`src/plt_pkg.sv`:
```
`default_nettype none
package plt_pkg;
  localparam logic [7:0] CMD_FRAME_START  = 8'h01;
  localparam logic [7:0] RESP_FRAME_START = 8'h81;
  localparam logic [7:0] FRAME_END        = 8'h03;
  localparam logic [7:0] LENGTH_HIGH      = 8'h00;
  localparam logic [7:0] CODE_TRANSIT     = 8'h72;
  localparam logic [7:0] CODE_LEVEL_REQ   = 8'h73;
  localparam logic [7:0] ERR_FLAG         = 8'h80;
  localparam logic [15:0] LEN_TRANSIT     = 16'h0003;
  localparam logic [15:0] LEN_LEVEL_REQ   = 16'h0001;
  localparam logic [7:0] LEN_LONG         = 8'h0a;
  localparam logic [7:0] LEN_SHORT        = 8'h02;
  // protection and authentication level codes
  localparam logic [7:0] PROT_LEVEL_TWO   = 8'h02;
  localparam logic [7:0] PROT_LEVEL_ONE   = 8'h03;
  localparam logic [7:0] PROT_LEVEL_ZERO  = 8'h04;
  localparam logic [7:0] AUTH_LEVEL_TWO   = 8'h02;
  localparam logic [7:0] AUTH_LEVEL_ONE   = 8'h03;
  localparam logic [7:0] AUTH_LEVEL_ZERO  = 8'h04;
  // status codes
  localparam logic [7:0] STS_OK           = 8'h00;
  localparam logic [7:0] STS_PACKET       = 8'hc1;
  localparam logic [7:0] STS_CHECKSUM     = 8'hc2;
  localparam logic [7:0] STS_ACCEPT       = 8'hc3;
  localparam logic [7:0] STS_PARAM        = 8'hc4;
  localparam logic [7:0] STS_PROTECT      = 8'hc5;
  localparam logic [7:0] STS_FLASH        = 8'hc6;
  localparam logic [7:0] STS_HARDWARE     = 8'hc7;
  localparam logic [31:0] UNUSED_WORD     = 32'hffffffff;
  localparam logic [3:0] LONG_LAST        = 4'he;
  localparam logic [3:0] SHORT_LAST       = 4'h6;
  localparam int         FIFO_WORDS       = 4;

  typedef struct packed {
    logic [7:0]  rcode;
    logic [7:0]  sts;
    logic [31:0] details;
    logic        short_f;
    logic [7:0]  lvl;
  } plt_resp_t;
endpackage
`default_nettype wire

```
`src/plt_transit_cmd.sv`:
```
`default_nettype none
////////////////////////////////////////////////////////////////////////////
module plt_fifo
  import plt_pkg::*;
#(
  parameter int WIDTH = 8,
  parameter int DEPTH = FIFO_WORDS
) (
  input  wire logic             clk,
  input  wire logic             reset,
  input  wire logic             in_valid,
  input  wire logic [WIDTH-1:0] in_data,
  output logic                  in_ready,
  output logic                  out_valid,
  output logic [WIDTH-1:0]      out_data,
  input  wire logic             out_ready
);
  localparam int AW = $clog2(DEPTH);
  localparam logic [AW:0] FULL = (AW+1)'(DEPTH);

  if (DEPTH < 2 || (DEPTH & (DEPTH - 1)) != 0) begin : g_chk
    $error("fifo depth must be a power of two, at least 2");
  end

  logic [WIDTH-1:0] mem [DEPTH];
  logic [AW:0]      wr_r;
  logic [AW:0]      rd_r;
  wire              push = in_valid && in_ready;
  wire              pop  = out_valid && out_ready;

  assign in_ready  = (wr_r - rd_r) != FULL;
  assign out_valid = wr_r != rd_r;
  assign out_data  = mem[rd_r[AW-1:0]];

  always_ff @(posedge clk) begin
    if (reset) begin
      wr_r <= '0;
      rd_r <= '0;
    end else begin
      if (push) wr_r <= wr_r + 1'b1;
      if (pop) rd_r <= rd_r + 1'b1;
    end
  end

  always_ff @(posedge clk) begin
    if (push) mem[wr_r[AW-1:0]] <= in_data;
  end
endmodule

////////////////////////////////////////////////////////////////////////////
// Notes on behaviour
// [RULE1] transit frame: 01, 00, 03, 72, source, destination, check, 03
// [RULE2] level codes: 02 is level 2, 03 level 1, 04 level 0
// [RULE3] success answer: 81,00,0A,72,00, all-ones fields, check 8C, 03
// [RULE4] failure answer: 81,00,0A,F2, status, details, address, check, 03; the code sends FF in all four address bytes
// [RULE5] parsing starts only on start byte; other bytes dropped meanwhile
// [RULE6] missing end byte gives packet error
// [RULE7] bad check byte gives checksum error
// [RULE8] bad general or command length gives packet error
// [RULE9] any early error: no processing, nothing stored, back to waiting
// [RULE10] lifecycle state forbidding command gives acceptance error
// [RULE11] encrypted write without later reset gives acceptance error
// [RULE12] source level not present level gives parameter error
// [RULE13] unreachable destination level gives parameter error
// [RULE14] authentication level forbidding destination gives protection error
// [RULE15] flash fault gives flash error with flash status, then wait
// [RULE16] host should reread level after flash error
// [RULE17] invalid level after change: hardware error, then unresponsive
// [RULE18] good transition sends OK and returns to waiting
// [RULE19] only highest-priority error is reported, in fixed order
// [RULE20] auth table: 0->1 needs auth 2/1; into level 2 needs auth 2
// [RULE21] level request 73 answers 81,00,02,73, level code, check, 03
// [RULE22] check byte makes low byte of summed frame bytes zero
module plt_transit_cmd
  import plt_pkg::*;
(
  input  wire logic        clk,
  input  wire logic        reset,
  input  wire logic        rx_valid,
  input  wire logic [7:0]  rx_data,
  output logic             rx_ready,
  output logic             tx_valid,
  output logic [7:0]       tx_data,
  input  wire logic        tx_ready,
  input  wire logic        lifecycle_ok,
  input  wire logic        enc_write_pending,
  input  wire logic [7:0]  auth_level,
  input  wire logic [7:0]  prot_level,
  output logic             flash_req,
  output logic [7:0]       flash_dest,
  input  wire logic        flash_done,
  input  wire logic        flash_err,
  input  wire logic [31:0] flash_status,
  output logic             halted
);
  typedef enum logic [3:0] {
    S_WAIT, S_LENH, S_LENL, S_BODY, S_SUM, S_END,
    S_EVAL, S_FLASH, S_CHECK, S_SEND, S_HALT
  } plt_state_t;

  function automatic plt_resp_t mk_resp(input logic [7:0]  rc,
                                        input logic [7:0]  sts,
                                        input logic [31:0] det);
    return '{rcode: rc, sts: sts, details: det, short_f: 1'b0,
             lvl: 8'h00};
  endfunction

  function automatic logic [7:0] resp_byte(input logic [3:0] i,
                                           input plt_resp_t r,
                                           input logic [7:0] s);
    logic [3:0] last;
    last = r.short_f ? SHORT_LAST : LONG_LAST;
    if (i == 4'h0) return RESP_FRAME_START;
    if (i == last) return FRAME_END;
    if (i == last - 4'h1) return 8'h00 - s;
    case (i)
      4'h1: return LENGTH_HIGH;
      4'h2: return r.short_f ? LEN_SHORT : LEN_LONG;
      4'h3: return r.rcode;
      4'h4: return r.short_f ? r.lvl : r.sts;
      4'h5: return r.details[31:24];
      4'h6: return r.details[23:16];
      4'h7: return r.details[15:8];
      4'h8: return r.details[7:0];
      default: return UNUSED_WORD[7:0];
    endcase
  endfunction

  plt_state_t  state_r;
  plt_resp_t   resp_r;
  logic [15:0] len_r;
  logic [15:0] cnt_r;
  logic [7:0]  cmd_r;
  logic [7:0]  spl_r;
  logic [7:0]  dpl_r;
  logic [7:0]  sum_r;
  logic [7:0]  tx_sum_r;
  logic [3:0]  idx_r;
  logic        sum_bad_r;
  logic        end_bad_r;
  logic        halt_after_r;
  logic        flash_req_r;
  logic [7:0]  flash_dest_r;
  logic        fifo_in_ready;

  ////////////////////////////////////////////////////////////////////////////
  // receive side decode
  assign rx_ready = state_r inside {S_WAIT, S_LENH, S_LENL, S_BODY, S_SUM,
                                    S_END, S_HALT};
  wire        rx_take  = rx_valid && rx_ready;
  wire [7:0]  sum_add  = sum_r + rx_data;
  wire [15:0] cnt_inc  = cnt_r + 16'h0001;
  wire        body_end = cnt_inc == len_r;

  ////////////////////////////////////////////////////////////////////////////
  // evaluation in priority order
  wire is_transit  = cmd_r == CODE_TRANSIT;
  wire is_lreq     = cmd_r == CODE_LEVEL_REQ;
  wire fmt_bad     = len_r == 16'h0000 || len_r[15:8] != 8'h00; // RULE8
  wire cmd_len_bad = !(is_transit && len_r == LEN_TRANSIT) &&
                     !(is_lreq && len_r == LEN_LEVEL_REQ);   // RULE1 RULE8
  wire life_bad    = is_transit && !lifecycle_ok;            // RULE10
  wire acc_bad     = life_bad || enc_write_pending;          // RULE11
  wire reach_ok    = (prot_level == PROT_LEVEL_ZERO &&
                      (dpl_r == PROT_LEVEL_ONE ||
                       dpl_r == PROT_LEVEL_TWO)) ||
                     (prot_level == PROT_LEVEL_ONE &&
                      (dpl_r == PROT_LEVEL_ZERO ||
                       dpl_r == PROT_LEVEL_TWO));           // RULE2 RULE13
  wire src_bad     = spl_r != prot_level;                    // RULE12
  wire par_bad     = is_transit && (src_bad || !reach_ok);
  wire auth_ok     = (dpl_r == PROT_LEVEL_TWO) ?
                     auth_level == AUTH_LEVEL_TWO :
                     auth_level != AUTH_LEVEL_ZERO;          // RULE20
  wire prot_bad    = is_transit && !auth_ok;                 // RULE14
  wire [7:0] eval_sts =
    end_bad_r                ? STS_PACKET   :                // RULE6
    sum_bad_r                ? STS_CHECKSUM :                // RULE7
    (fmt_bad || cmd_len_bad) ? STS_PACKET   :
    acc_bad                  ? STS_ACCEPT   :
    par_bad                  ? STS_PARAM    :
    prot_bad                 ? STS_PROTECT  : STS_OK;        // RULE19
  wire eval_fail  = eval_sts != STS_OK;
  wire lvl_valid  = prot_level == PROT_LEVEL_ZERO ||
                    prot_level == PROT_LEVEL_ONE ||
                    prot_level == PROT_LEVEL_TWO;
  wire [7:0] err_code = cmd_r | ERR_FLAG;                     // RULE4

  ////////////////////////////////////////////////////////////////////////////
  // transmit side decode
  wire [3:0] last_idx  = resp_r.short_f ? SHORT_LAST : LONG_LAST;
  wire       send_push = state_r == S_SEND && fifo_in_ready;
  wire [7:0] send_byte = resp_byte(idx_r, resp_r, tx_sum_r); // RULE22
  wire       send_done = send_push && idx_r == last_idx;

  ////////////////////////////////////////////////////////////////////////////
  always_ff @(posedge clk) begin
    if (reset) begin
      state_r      <= S_WAIT;
      resp_r       <= '0;
      len_r        <= 16'h0000;
      cnt_r        <= 16'h0000;
      cmd_r        <= 8'h00;
      spl_r        <= 8'h00;
      dpl_r        <= 8'h00;
      sum_r        <= 8'h00;
      sum_bad_r    <= 1'b0;
      end_bad_r    <= 1'b0;
      halt_after_r <= 1'b0;
      flash_req_r  <= 1'b0;
      flash_dest_r <= 8'h00;
    end else begin
      flash_req_r <= 1'b0;
      case (state_r)
        S_WAIT: if (rx_take && rx_data == CMD_FRAME_START) begin // RULE5
          state_r <= S_LENH;
          sum_r   <= 8'h00;
          cnt_r   <= 16'h0000;
          cmd_r   <= 8'h00;
          spl_r   <= 8'h00;
          dpl_r   <= 8'h00;
        end
        S_LENH: if (rx_take) begin
          len_r[15:8] <= rx_data;
          sum_r       <= sum_add;
          state_r     <= S_LENL;
        end
        S_LENL: if (rx_take) begin
          len_r[7:0] <= rx_data;
          sum_r      <= sum_add;
          state_r    <= ({len_r[15:8], rx_data} == 16'h0000) ? S_SUM : S_BODY;
        end
        S_BODY: if (rx_take) begin
          if (cnt_r == 16'h0000) cmd_r <= rx_data;
          if (cnt_r == 16'h0001) spl_r <= rx_data;
          if (cnt_r == 16'h0002) dpl_r <= rx_data;
          cnt_r <= cnt_inc;
          sum_r <= sum_add;
          if (body_end) state_r <= S_SUM;
        end
        S_SUM: if (rx_take) begin
          sum_bad_r <= sum_add != 8'h00;                          // RULE22
          state_r   <= S_END;
        end
        S_END: if (rx_take) begin
          end_bad_r <= rx_data != FRAME_END;
          state_r   <= S_EVAL;
        end
        S_EVAL: begin
          state_r <= S_SEND;
          if (eval_fail) begin
            resp_r <= mk_resp(err_code, eval_sts, UNUSED_WORD);   // RULE9
          end else if (is_lreq) begin
            resp_r <= '{rcode: CODE_LEVEL_REQ, sts: STS_OK,
                        details: UNUSED_WORD, short_f: 1'b1,
                        lvl: prot_level};                         // RULE21
          end else begin
            flash_req_r  <= 1'b1;
            flash_dest_r <= dpl_r;
            state_r      <= S_FLASH;
          end
        end
        S_FLASH: if (flash_done) begin
          if (flash_err) begin
            resp_r  <= mk_resp(err_code, STS_FLASH, flash_status); // RULE15
            state_r <= S_SEND;
          end else begin
            state_r <= S_CHECK;
          end
        end
        S_CHECK: begin
          state_r <= S_SEND;
          if (!lvl_valid) begin
            resp_r       <= mk_resp(err_code, STS_HARDWARE, UNUSED_WORD);
            halt_after_r <= 1'b1;                                 // RULE17
          end else begin
            resp_r <= mk_resp(CODE_TRANSIT, STS_OK, UNUSED_WORD); // RULE18
          end
        end
        S_SEND: if (send_done) begin
          state_r <= halt_after_r ? S_HALT : S_WAIT;
        end
        S_HALT: state_r <= S_HALT;
        default: state_r <= S_WAIT;
      endcase
    end
  end

  always_ff @(posedge clk) begin
    if (reset) begin
      idx_r    <= 4'h0;
      tx_sum_r <= 8'h00;
    end else if (send_push) begin
      idx_r    <= send_done ? 4'h0 : idx_r + 4'h1;
      tx_sum_r <= (idx_r == 4'h0) ? 8'h00 : tx_sum_r + send_byte; // RULE3
    end
  end

  assign flash_req  = flash_req_r;
  assign flash_dest = flash_dest_r;
  assign halted     = state_r == S_HALT;

  plt_fifo #(.WIDTH(8), .DEPTH(FIFO_WORDS)) u_tx_fifo (
    .clk       (clk),
    .reset     (reset),
    .in_valid  (state_r == S_SEND),
    .in_data   (send_byte),
    .in_ready  (fifo_in_ready),
    .out_valid (tx_valid),
    .out_data  (tx_data),
    .out_ready (tx_ready)
  );
endmodule
`default_nettype wire

```
`config.mk`:
```
export PLATFORM = sky130hd
export DESIGN_NAME = plt_transit_cmd
export DESIGN_NICKNAME = d
export VERILOG_FILES = /design/src/plt_pkg.sv /design/src/plt_transit_cmd.sv
export SDC_FILE = /design/constraint.sdc
export NUM_CORES = 1
export LEC_CHECK = 0
export ABC_AREA = 1
export CORE_ASPECT_RATIO = 1.4
export CORE_UTILIZATION = 54
export DETAILED_ROUTE_END_ITERATION = 16
export DONT_BUFFER_PORTS = 1
export MAX_ROUTING_LAYER = met4
export PLACE_DENSITY = 0.75
export SLEW_MARGIN = 30
export SYNTH_ARGS = -nofsm -noshare
export SYNTH_HDL_FRONTEND = slang
export SYNTH_SLANG_ARGS = --single-unit
```
`constraint.sdc`:
```
create_clock -name clk -period 5.9 [get_ports clk]
set_input_delay 0.885 -clock clk [delete_from_list [all_inputs] [get_ports clk]]
set_output_delay 0.885 -clock clk [all_outputs]
set_load 0.01 [all_outputs]
```
Word-level counts from Yosys, hierarchy flattened
Memory sizes are Yosys's and may differ from the RTL's. A register that Yosys moved wholly into a read port is not among the register bits. Index checks and enable logic that the tools add are counted.

Add/subtract/negate cells: 9. Eq/ne operators: 55. Muxes and demuxes: 66. Bitwise logic cells: 4. Reduce and logical (&&, ||, !) cells: 54.

Operator list (number): $mux W57 (5); $mux W8 (22); $pmux W57 S3 (1); $pmux W8 S2 (4); $pmux W8 S8 (1); $mux W4 (15); $logic_not A16 Y1 (3); $pmux W4 S11 (1); $eq A8 B2 Y1 const B (5); $eq A16 B1 Y1 const B (2); $eq A16 B2 Y1 const B (2); $eq A4 B3 Y1 const B (8); $mux W16 (2); $pmux W16 S2 (1); $reduce_bool A8 Y1 (3); $ne A2 B2 Y1 const B (9); $add A16 B1 Y16 const B (1); $add A8 B8 Y8 (2); $eq A16 B16 Y1 (1); $eq A4 B2 Y1 const B (4); $eq A4 B4 Y1 const B (4); $eq A8 B3 Y1 const B (2); $eq A8 B7 Y1 const B (2); $reduce_and A4 Y1 (4); 29 further kinds (84).

Bits in registers: 155. Memory bits (writable): 32. Input port bits: 64. Output and inout bits: 20. Word-level logic and storage cells: 211. Memories: 1.

Memories: u_tx_fifo.mem (depth 4, bits a word 8, read ports 1, clocked after Yosys merged registers in 1, write ports 1, line plt_transit_cmd.sv:25) `logic [WIDTH-1:0] mem [DEPTH];`.

Longest topological paths before layout
Word-level depth: 15. Depth in mapped cells: 20. Mapped depth without buffers: 20.

By module
Synthesis repeated with hierarchy kept, for this count alone.

Cell total of the unflattened synthesis: 1437. Area, all modules: 9968.3 µm².

By module, submodules not included: plt_transit_cmd (times used 1, cells each 1287, area each 8285.4 µm², sequential area each 2902.8 µm²); plt_fifo (times used 1, cells each 150, area each 1682.9 µm², sequential area each 1121.1 µm²).

Least setup slack after synthesis
Ideal clock, no wire load.

Path kind: reg-to-reg. Start: reg idx_r[0]. End: reg tx_sum_r[6]. Setup time: 0.128 ns. Data arrival time: 2.774 ns. Data required time: 5.772 ns. Path slack: 2.998 ns. Stages on the path, launching flop included: 18. Buffers on the path: 0. Period minus slack after synthesis: 2.902 ns. Cell sequence: dfxtp_1 > inv_1 > ha_1 > nand3_1 > nand4_1 > inv_1 > nor4_1 > o21ai_0 > ha_1 > fa_1 > a31oi_1 > inv_1 > a21oi_1 > o21bai_1 > o21ai_0 > a21oi_1 > a21oi_1 > nor2_1.

Word-level cells in the longest chain between the ends: 9. Elaborated cells between the ends (all ways): 25. Those cells by class: 1 x add/sub; 10 x eq/ne; 13 x mux; 1 x reduce/logical.

Ends and longest elaborated chain: from (decl) (line plt_transit_cmd.sv:138) `logic [3:0] idx_r;`; from (signal assigned) (line plt_transit_cmd.sv:294) `idx_r <= send_done ? 4'h0 : idx_r + 4'h1;`; $eq A4 B4 Y1 (line plt_transit_cmd.sv:115) `if (i == last - 4'h1) return 8'h00 - s;`; $mux W1 (2 in series) (line plt_transit_cmd.sv:115); $mux W1 (line plt_transit_cmd.sv:114) `if (i == last) return FRAME_END;`; $mux W8 (line plt_transit_cmd.sv:116) `case (i)`; $mux W8 (line plt_transit_cmd.sv:115); $mux W8 * (line plt_transit_cmd.sv:114); named net send_byte[0] (line plt_transit_cmd.sv:193) `wire [7:0] send_byte = resp_byte(idx_r, resp_r, tx_sum_r);`; $add A8 B8 Y8 * (line plt_transit_cmd.sv:295) `tx_sum_r <= (idx_r == 4'h0) ? 8'h00 : tx_sum_r + send_byte;`; $mux W8 * (line plt_transit_cmd.sv:295); to (signal assigned) (line plt_transit_cmd.sv:295); to (decl) (line plt_transit_cmd.sv:137) `logic [7:0] tx_sum_r;`.

The timed path passes the listed nets; every way through them passes the cells marked *. The select of a mux whose other input is x is not followed. A chain may end at the register's enable or synchronous reset.

Final worst setup path
Start: reg resp_r[8] in the netlist's numbering. End: reg tx_sum_r[6].

Word-level cells in the longest chain between the ends: 11. Elaborated cells between the ends (all ways): 19. Those cells by class: 2 x add/sub; 2 x eq/ne; 15 x mux.

Ends and longest elaborated chain: from (decl) (line plt_transit_cmd.sv:130) `plt_resp_t resp_r;`; from (signal assigned) (line plt_transit_cmd.sv:252) `resp_r <= mk_resp(err_code, eval_sts, UNUSED_WORD);`; from (signal assigned) (line plt_transit_cmd.sv:254) `resp_r <= '{rcode: CODE_LEVEL_REQ, sts: STS_OK,`; from (signal assigned) (line plt_transit_cmd.sv:265) `resp_r <= mk_resp(err_code, STS_FLASH, flash_status);`; $mux W4 (line plt_transit_cmd.sv:112) `last = r.short_f ? SHORT_LAST : LONG_LAST;`; $sub A4 B1 Y4 (line plt_transit_cmd.sv:115); $eq A4 B4 Y1 (line plt_transit_cmd.sv:115); $mux W1 (2 in series) (line plt_transit_cmd.sv:115); $mux W1 (line plt_transit_cmd.sv:114); $mux W8 (line plt_transit_cmd.sv:116); $mux W8 * (line plt_transit_cmd.sv:115); $mux W8 * (line plt_transit_cmd.sv:114); named net send_byte[3] (line plt_transit_cmd.sv:193); $add A8 B8 Y8 * (line plt_transit_cmd.sv:295); $mux W8 * (line plt_transit_cmd.sv:295).

Marked as above.

==> flow_metrics.tcl <==
set metrics [dict create \
    status "completed" \
    highest_layer "met4" \
    fin_crit_sh 0.617 \
    avgRoutedWirePerCell_um 14.9 \
    tns_ns 0 \
    synthTopCellsByArea "dfxtp_1 30%, nand2_1 10%, edfxtp_1 9.5%" \
    htreeDepth 4 \
    clock-sinks 185 \
    ctsHoldBuffers 0 \
    netlist_area_um2 10100 \
    async_flop_share 0 \
    numCtsBuffers 17 \
    grt_overflow 0 \
    cp_slowest_stage_delay_ns 0.52 \
    grt_pass1_vias 8382 \
    crit_path_end_kind "register" \
    hpwl_um 18000 \
    clk_pin_slew_ns 0.07 \
    rsz0062_at_grt "false" \
    nets 1483 \
    ios 84 \
    clock_latency_ns 0.44 \
    gp_congestion 0.909 \
    seq_area_frac_synth 0.398 \
    arrival_ns 3.97 \
    p_leak_nw 4.21 \
    wl_met1_um 10300 \
    clockRootBuffer "clkbuf_16" \
    core_area_um2 18100 \
    clockBufferDepth 2 \
    cts_tree "yes" \
    drive_above_1_share 0.0786 \
    firstDrtPassIters 5 \
    layout_commonest_cell "nand2_1" \
    ir_worst_vdd_mv 0.149 \
    die_x_um 118 \
    path_max_fanout 11 \
    max_freq_ghz 0.275 \
    ys_warn_count 0 \
    ys_ff_latch 185 \
    syn_nets 1508 \
    wl_met2_um 12400 \
    crit_chain "inv_1, nand2_1, nand3_1, nor2_1, inv_1, a31oi_1, ha_1, nand2_1, nand2_1, a31oi_1, inv_1, a21oi_1, o21bai_1, o21ai_0, a21oi_1, a21oi_1, nor2_1" \
    num_rows 58 \
    num-fill-cells 1691 \
    ant_nets 0 \
    ys.flop_type "dfxtp_1" \
    total_power_w 0.00285 \
    drv_cap 0 \
    cp_slowest_cell "a31oi_1" \
    fin_crit_ns 3.64 \
    vias_per_cell 5.48 \
    post_cts.repair.setup_buffers 0 \
    yosysTopAreaCell "dfxtp_1" \
    routed_wl_um 24500 \
    io_buffers 0 \
    cts_resized 0 \
    grt_usage 0.264 \
    antenna_cells 0 \
    synth_edf_count 32 \
    initialDrtViolationCount 545 \
    setup_violations 0 \
    initial_core_util 0.558 \
    areaGrowthSynthToFinish_pct 6.79 \
    criticalPathCategory "reg2reg" \
    max_slew_margin 0.360 \
    worst_pin_slew_ns 0.956 \
    power_density_nw_per_um2 264 \
    dr_total_vias 8991 \
    final_cell_mix "282 x nand2_1, 190 x inv_1, 153 x dfxtp_1" \
    synthDistinctLibCells 52 \
    timing_hold_violations_final 0 \
    wl_met3_um 938 \
    grt_max_degree 73 \
    critPathLaunchType "register" \
    synthCells 1412 \
    syn_avg_cell_area_um2 7.17 \
    drv_slew 0 \
    die_h_um 164 \
    hp-class "reg2reg" \
    grt_pass1_wl_um 39800 \
    antenna_found_initial 0 \
    cp.required_ns 6.23 \
    fp.dieArea_um2 19300 \
    synth_top_area_share 0.303 \
    fin_skew_ns 0.0105 \
    drcViolationCount 0 \
]
-- per-stage QoR --
step | std cells | hold slack, ns | cell area, µm² | worst slack [ns] | utilization
5_1_grt | 1640 | 0.475 | 10800 | 1.87 | 0.596
6_report | 1640 | 0.463 | 10800 | 2.26 | 0.596
4_1_cts | 1640 | 0.459 | 10800 | 2.31 | 0.596
3_3_place_gp | 1608 | 0.439 | 10200 | 2.38 | 0.563
3_5_place_dp | 1608 | 0.447 | 10200 | 2.35 | 0.563
2_1_floorplan | 1412 | 0.422 | 10100 | 3.00 | -
-- worst max-delay path: cells and delay by family (launching register included) --
kind                     cells  cell delay (ns)
adder cells (fa/ha/maj)      1             0.38
buffers and inverters        3             0.48
AND/OR/NAND/NOR              6             0.87
AO/OA/AOI/OAI                7             1.29
flip-flops                   1             0.51
-- sequential cells by signal, indices dropped and copies added (netlist names), 8 cells and up, named ones only --
name	cells
sum_r	8
len_r	16
cmd_r	8
flash_dest	8
tx_sum_r	8
u_tx_fifo.mem	32
dpl_r	8
spl_r	8
resp_r	53
cnt_r	16
-- path summary, 6_finish.rpt --
check / startpoint / to / slack [ns] / cells after the start
worst max-delay path: resp_r[8] / tx_sum_r[6] / 2.26 / 17
worst min-delay path: resp_r[42] / resp_r[42] / 0.46 / 2
worst max register to register: resp_r[8] / tx_sum_r[6] / 2.26 / 17
worst min register to register: resp_r[42] / resp_r[42] / 0.46 / 2
-- Yosys cell counts (11+ instances only) --
master / count
o22ai_1: 22
nand2_1: 283
nor2_1: 141
inv_2: 13
ha_1: 30
o21ai_0: 73
dfxtp_1: 153
nand3_1: 80
buf_2: 11
a21oi_2: 12
inv_1: 191
nand4_1: 28
o31ai_1: 29
nor3_1: 16
edfxtp_1: 32
nand2_2: 23
a21oi_1: 149
clkbuf_1: 30
xor2_1: 13
-- layout make-up --
class	instances	area (µm²)	share of cell area
Clock buffer	20	478	0.0442
Timing Repair Buffer	2	15.0	0.00139
Sequential cell	185	4020	0.372
Clock inverter	12	116	0.0108
Inverter	204	766	0.0709
Tap cell	240	300	0.0278
Multi-Input combinational cell	977	5100	0.472
-- kinds of logic after synthesis --
family | share of synthesized area
and+or+nand+nor | 0.258
AOI/OAI and AO/OA | 0.188
buffers and inverters | 0.0979
DFF | 0.398
adders and majority gates | 0.0411
xor gates and xnor gates | 0.0171
-- report_power, final --
group,internal [W],switching [W],total (W)
clock,0.000609,0.000534,0.00114
sequential,0.00132,0.0000304,0.00135
combinational,0.000114,0.000239,0.000353
-- metal layers --
metal | GRT usage | up-vias
met5 | - | -
met4 | 0.115 | 0
met3 | 0.0403 | 59
met2 | 0.472 | 188
met1 | 0.292 | 4108
li1 | - | 4636
Note: power is estimated with default switching activity, not from simulation.
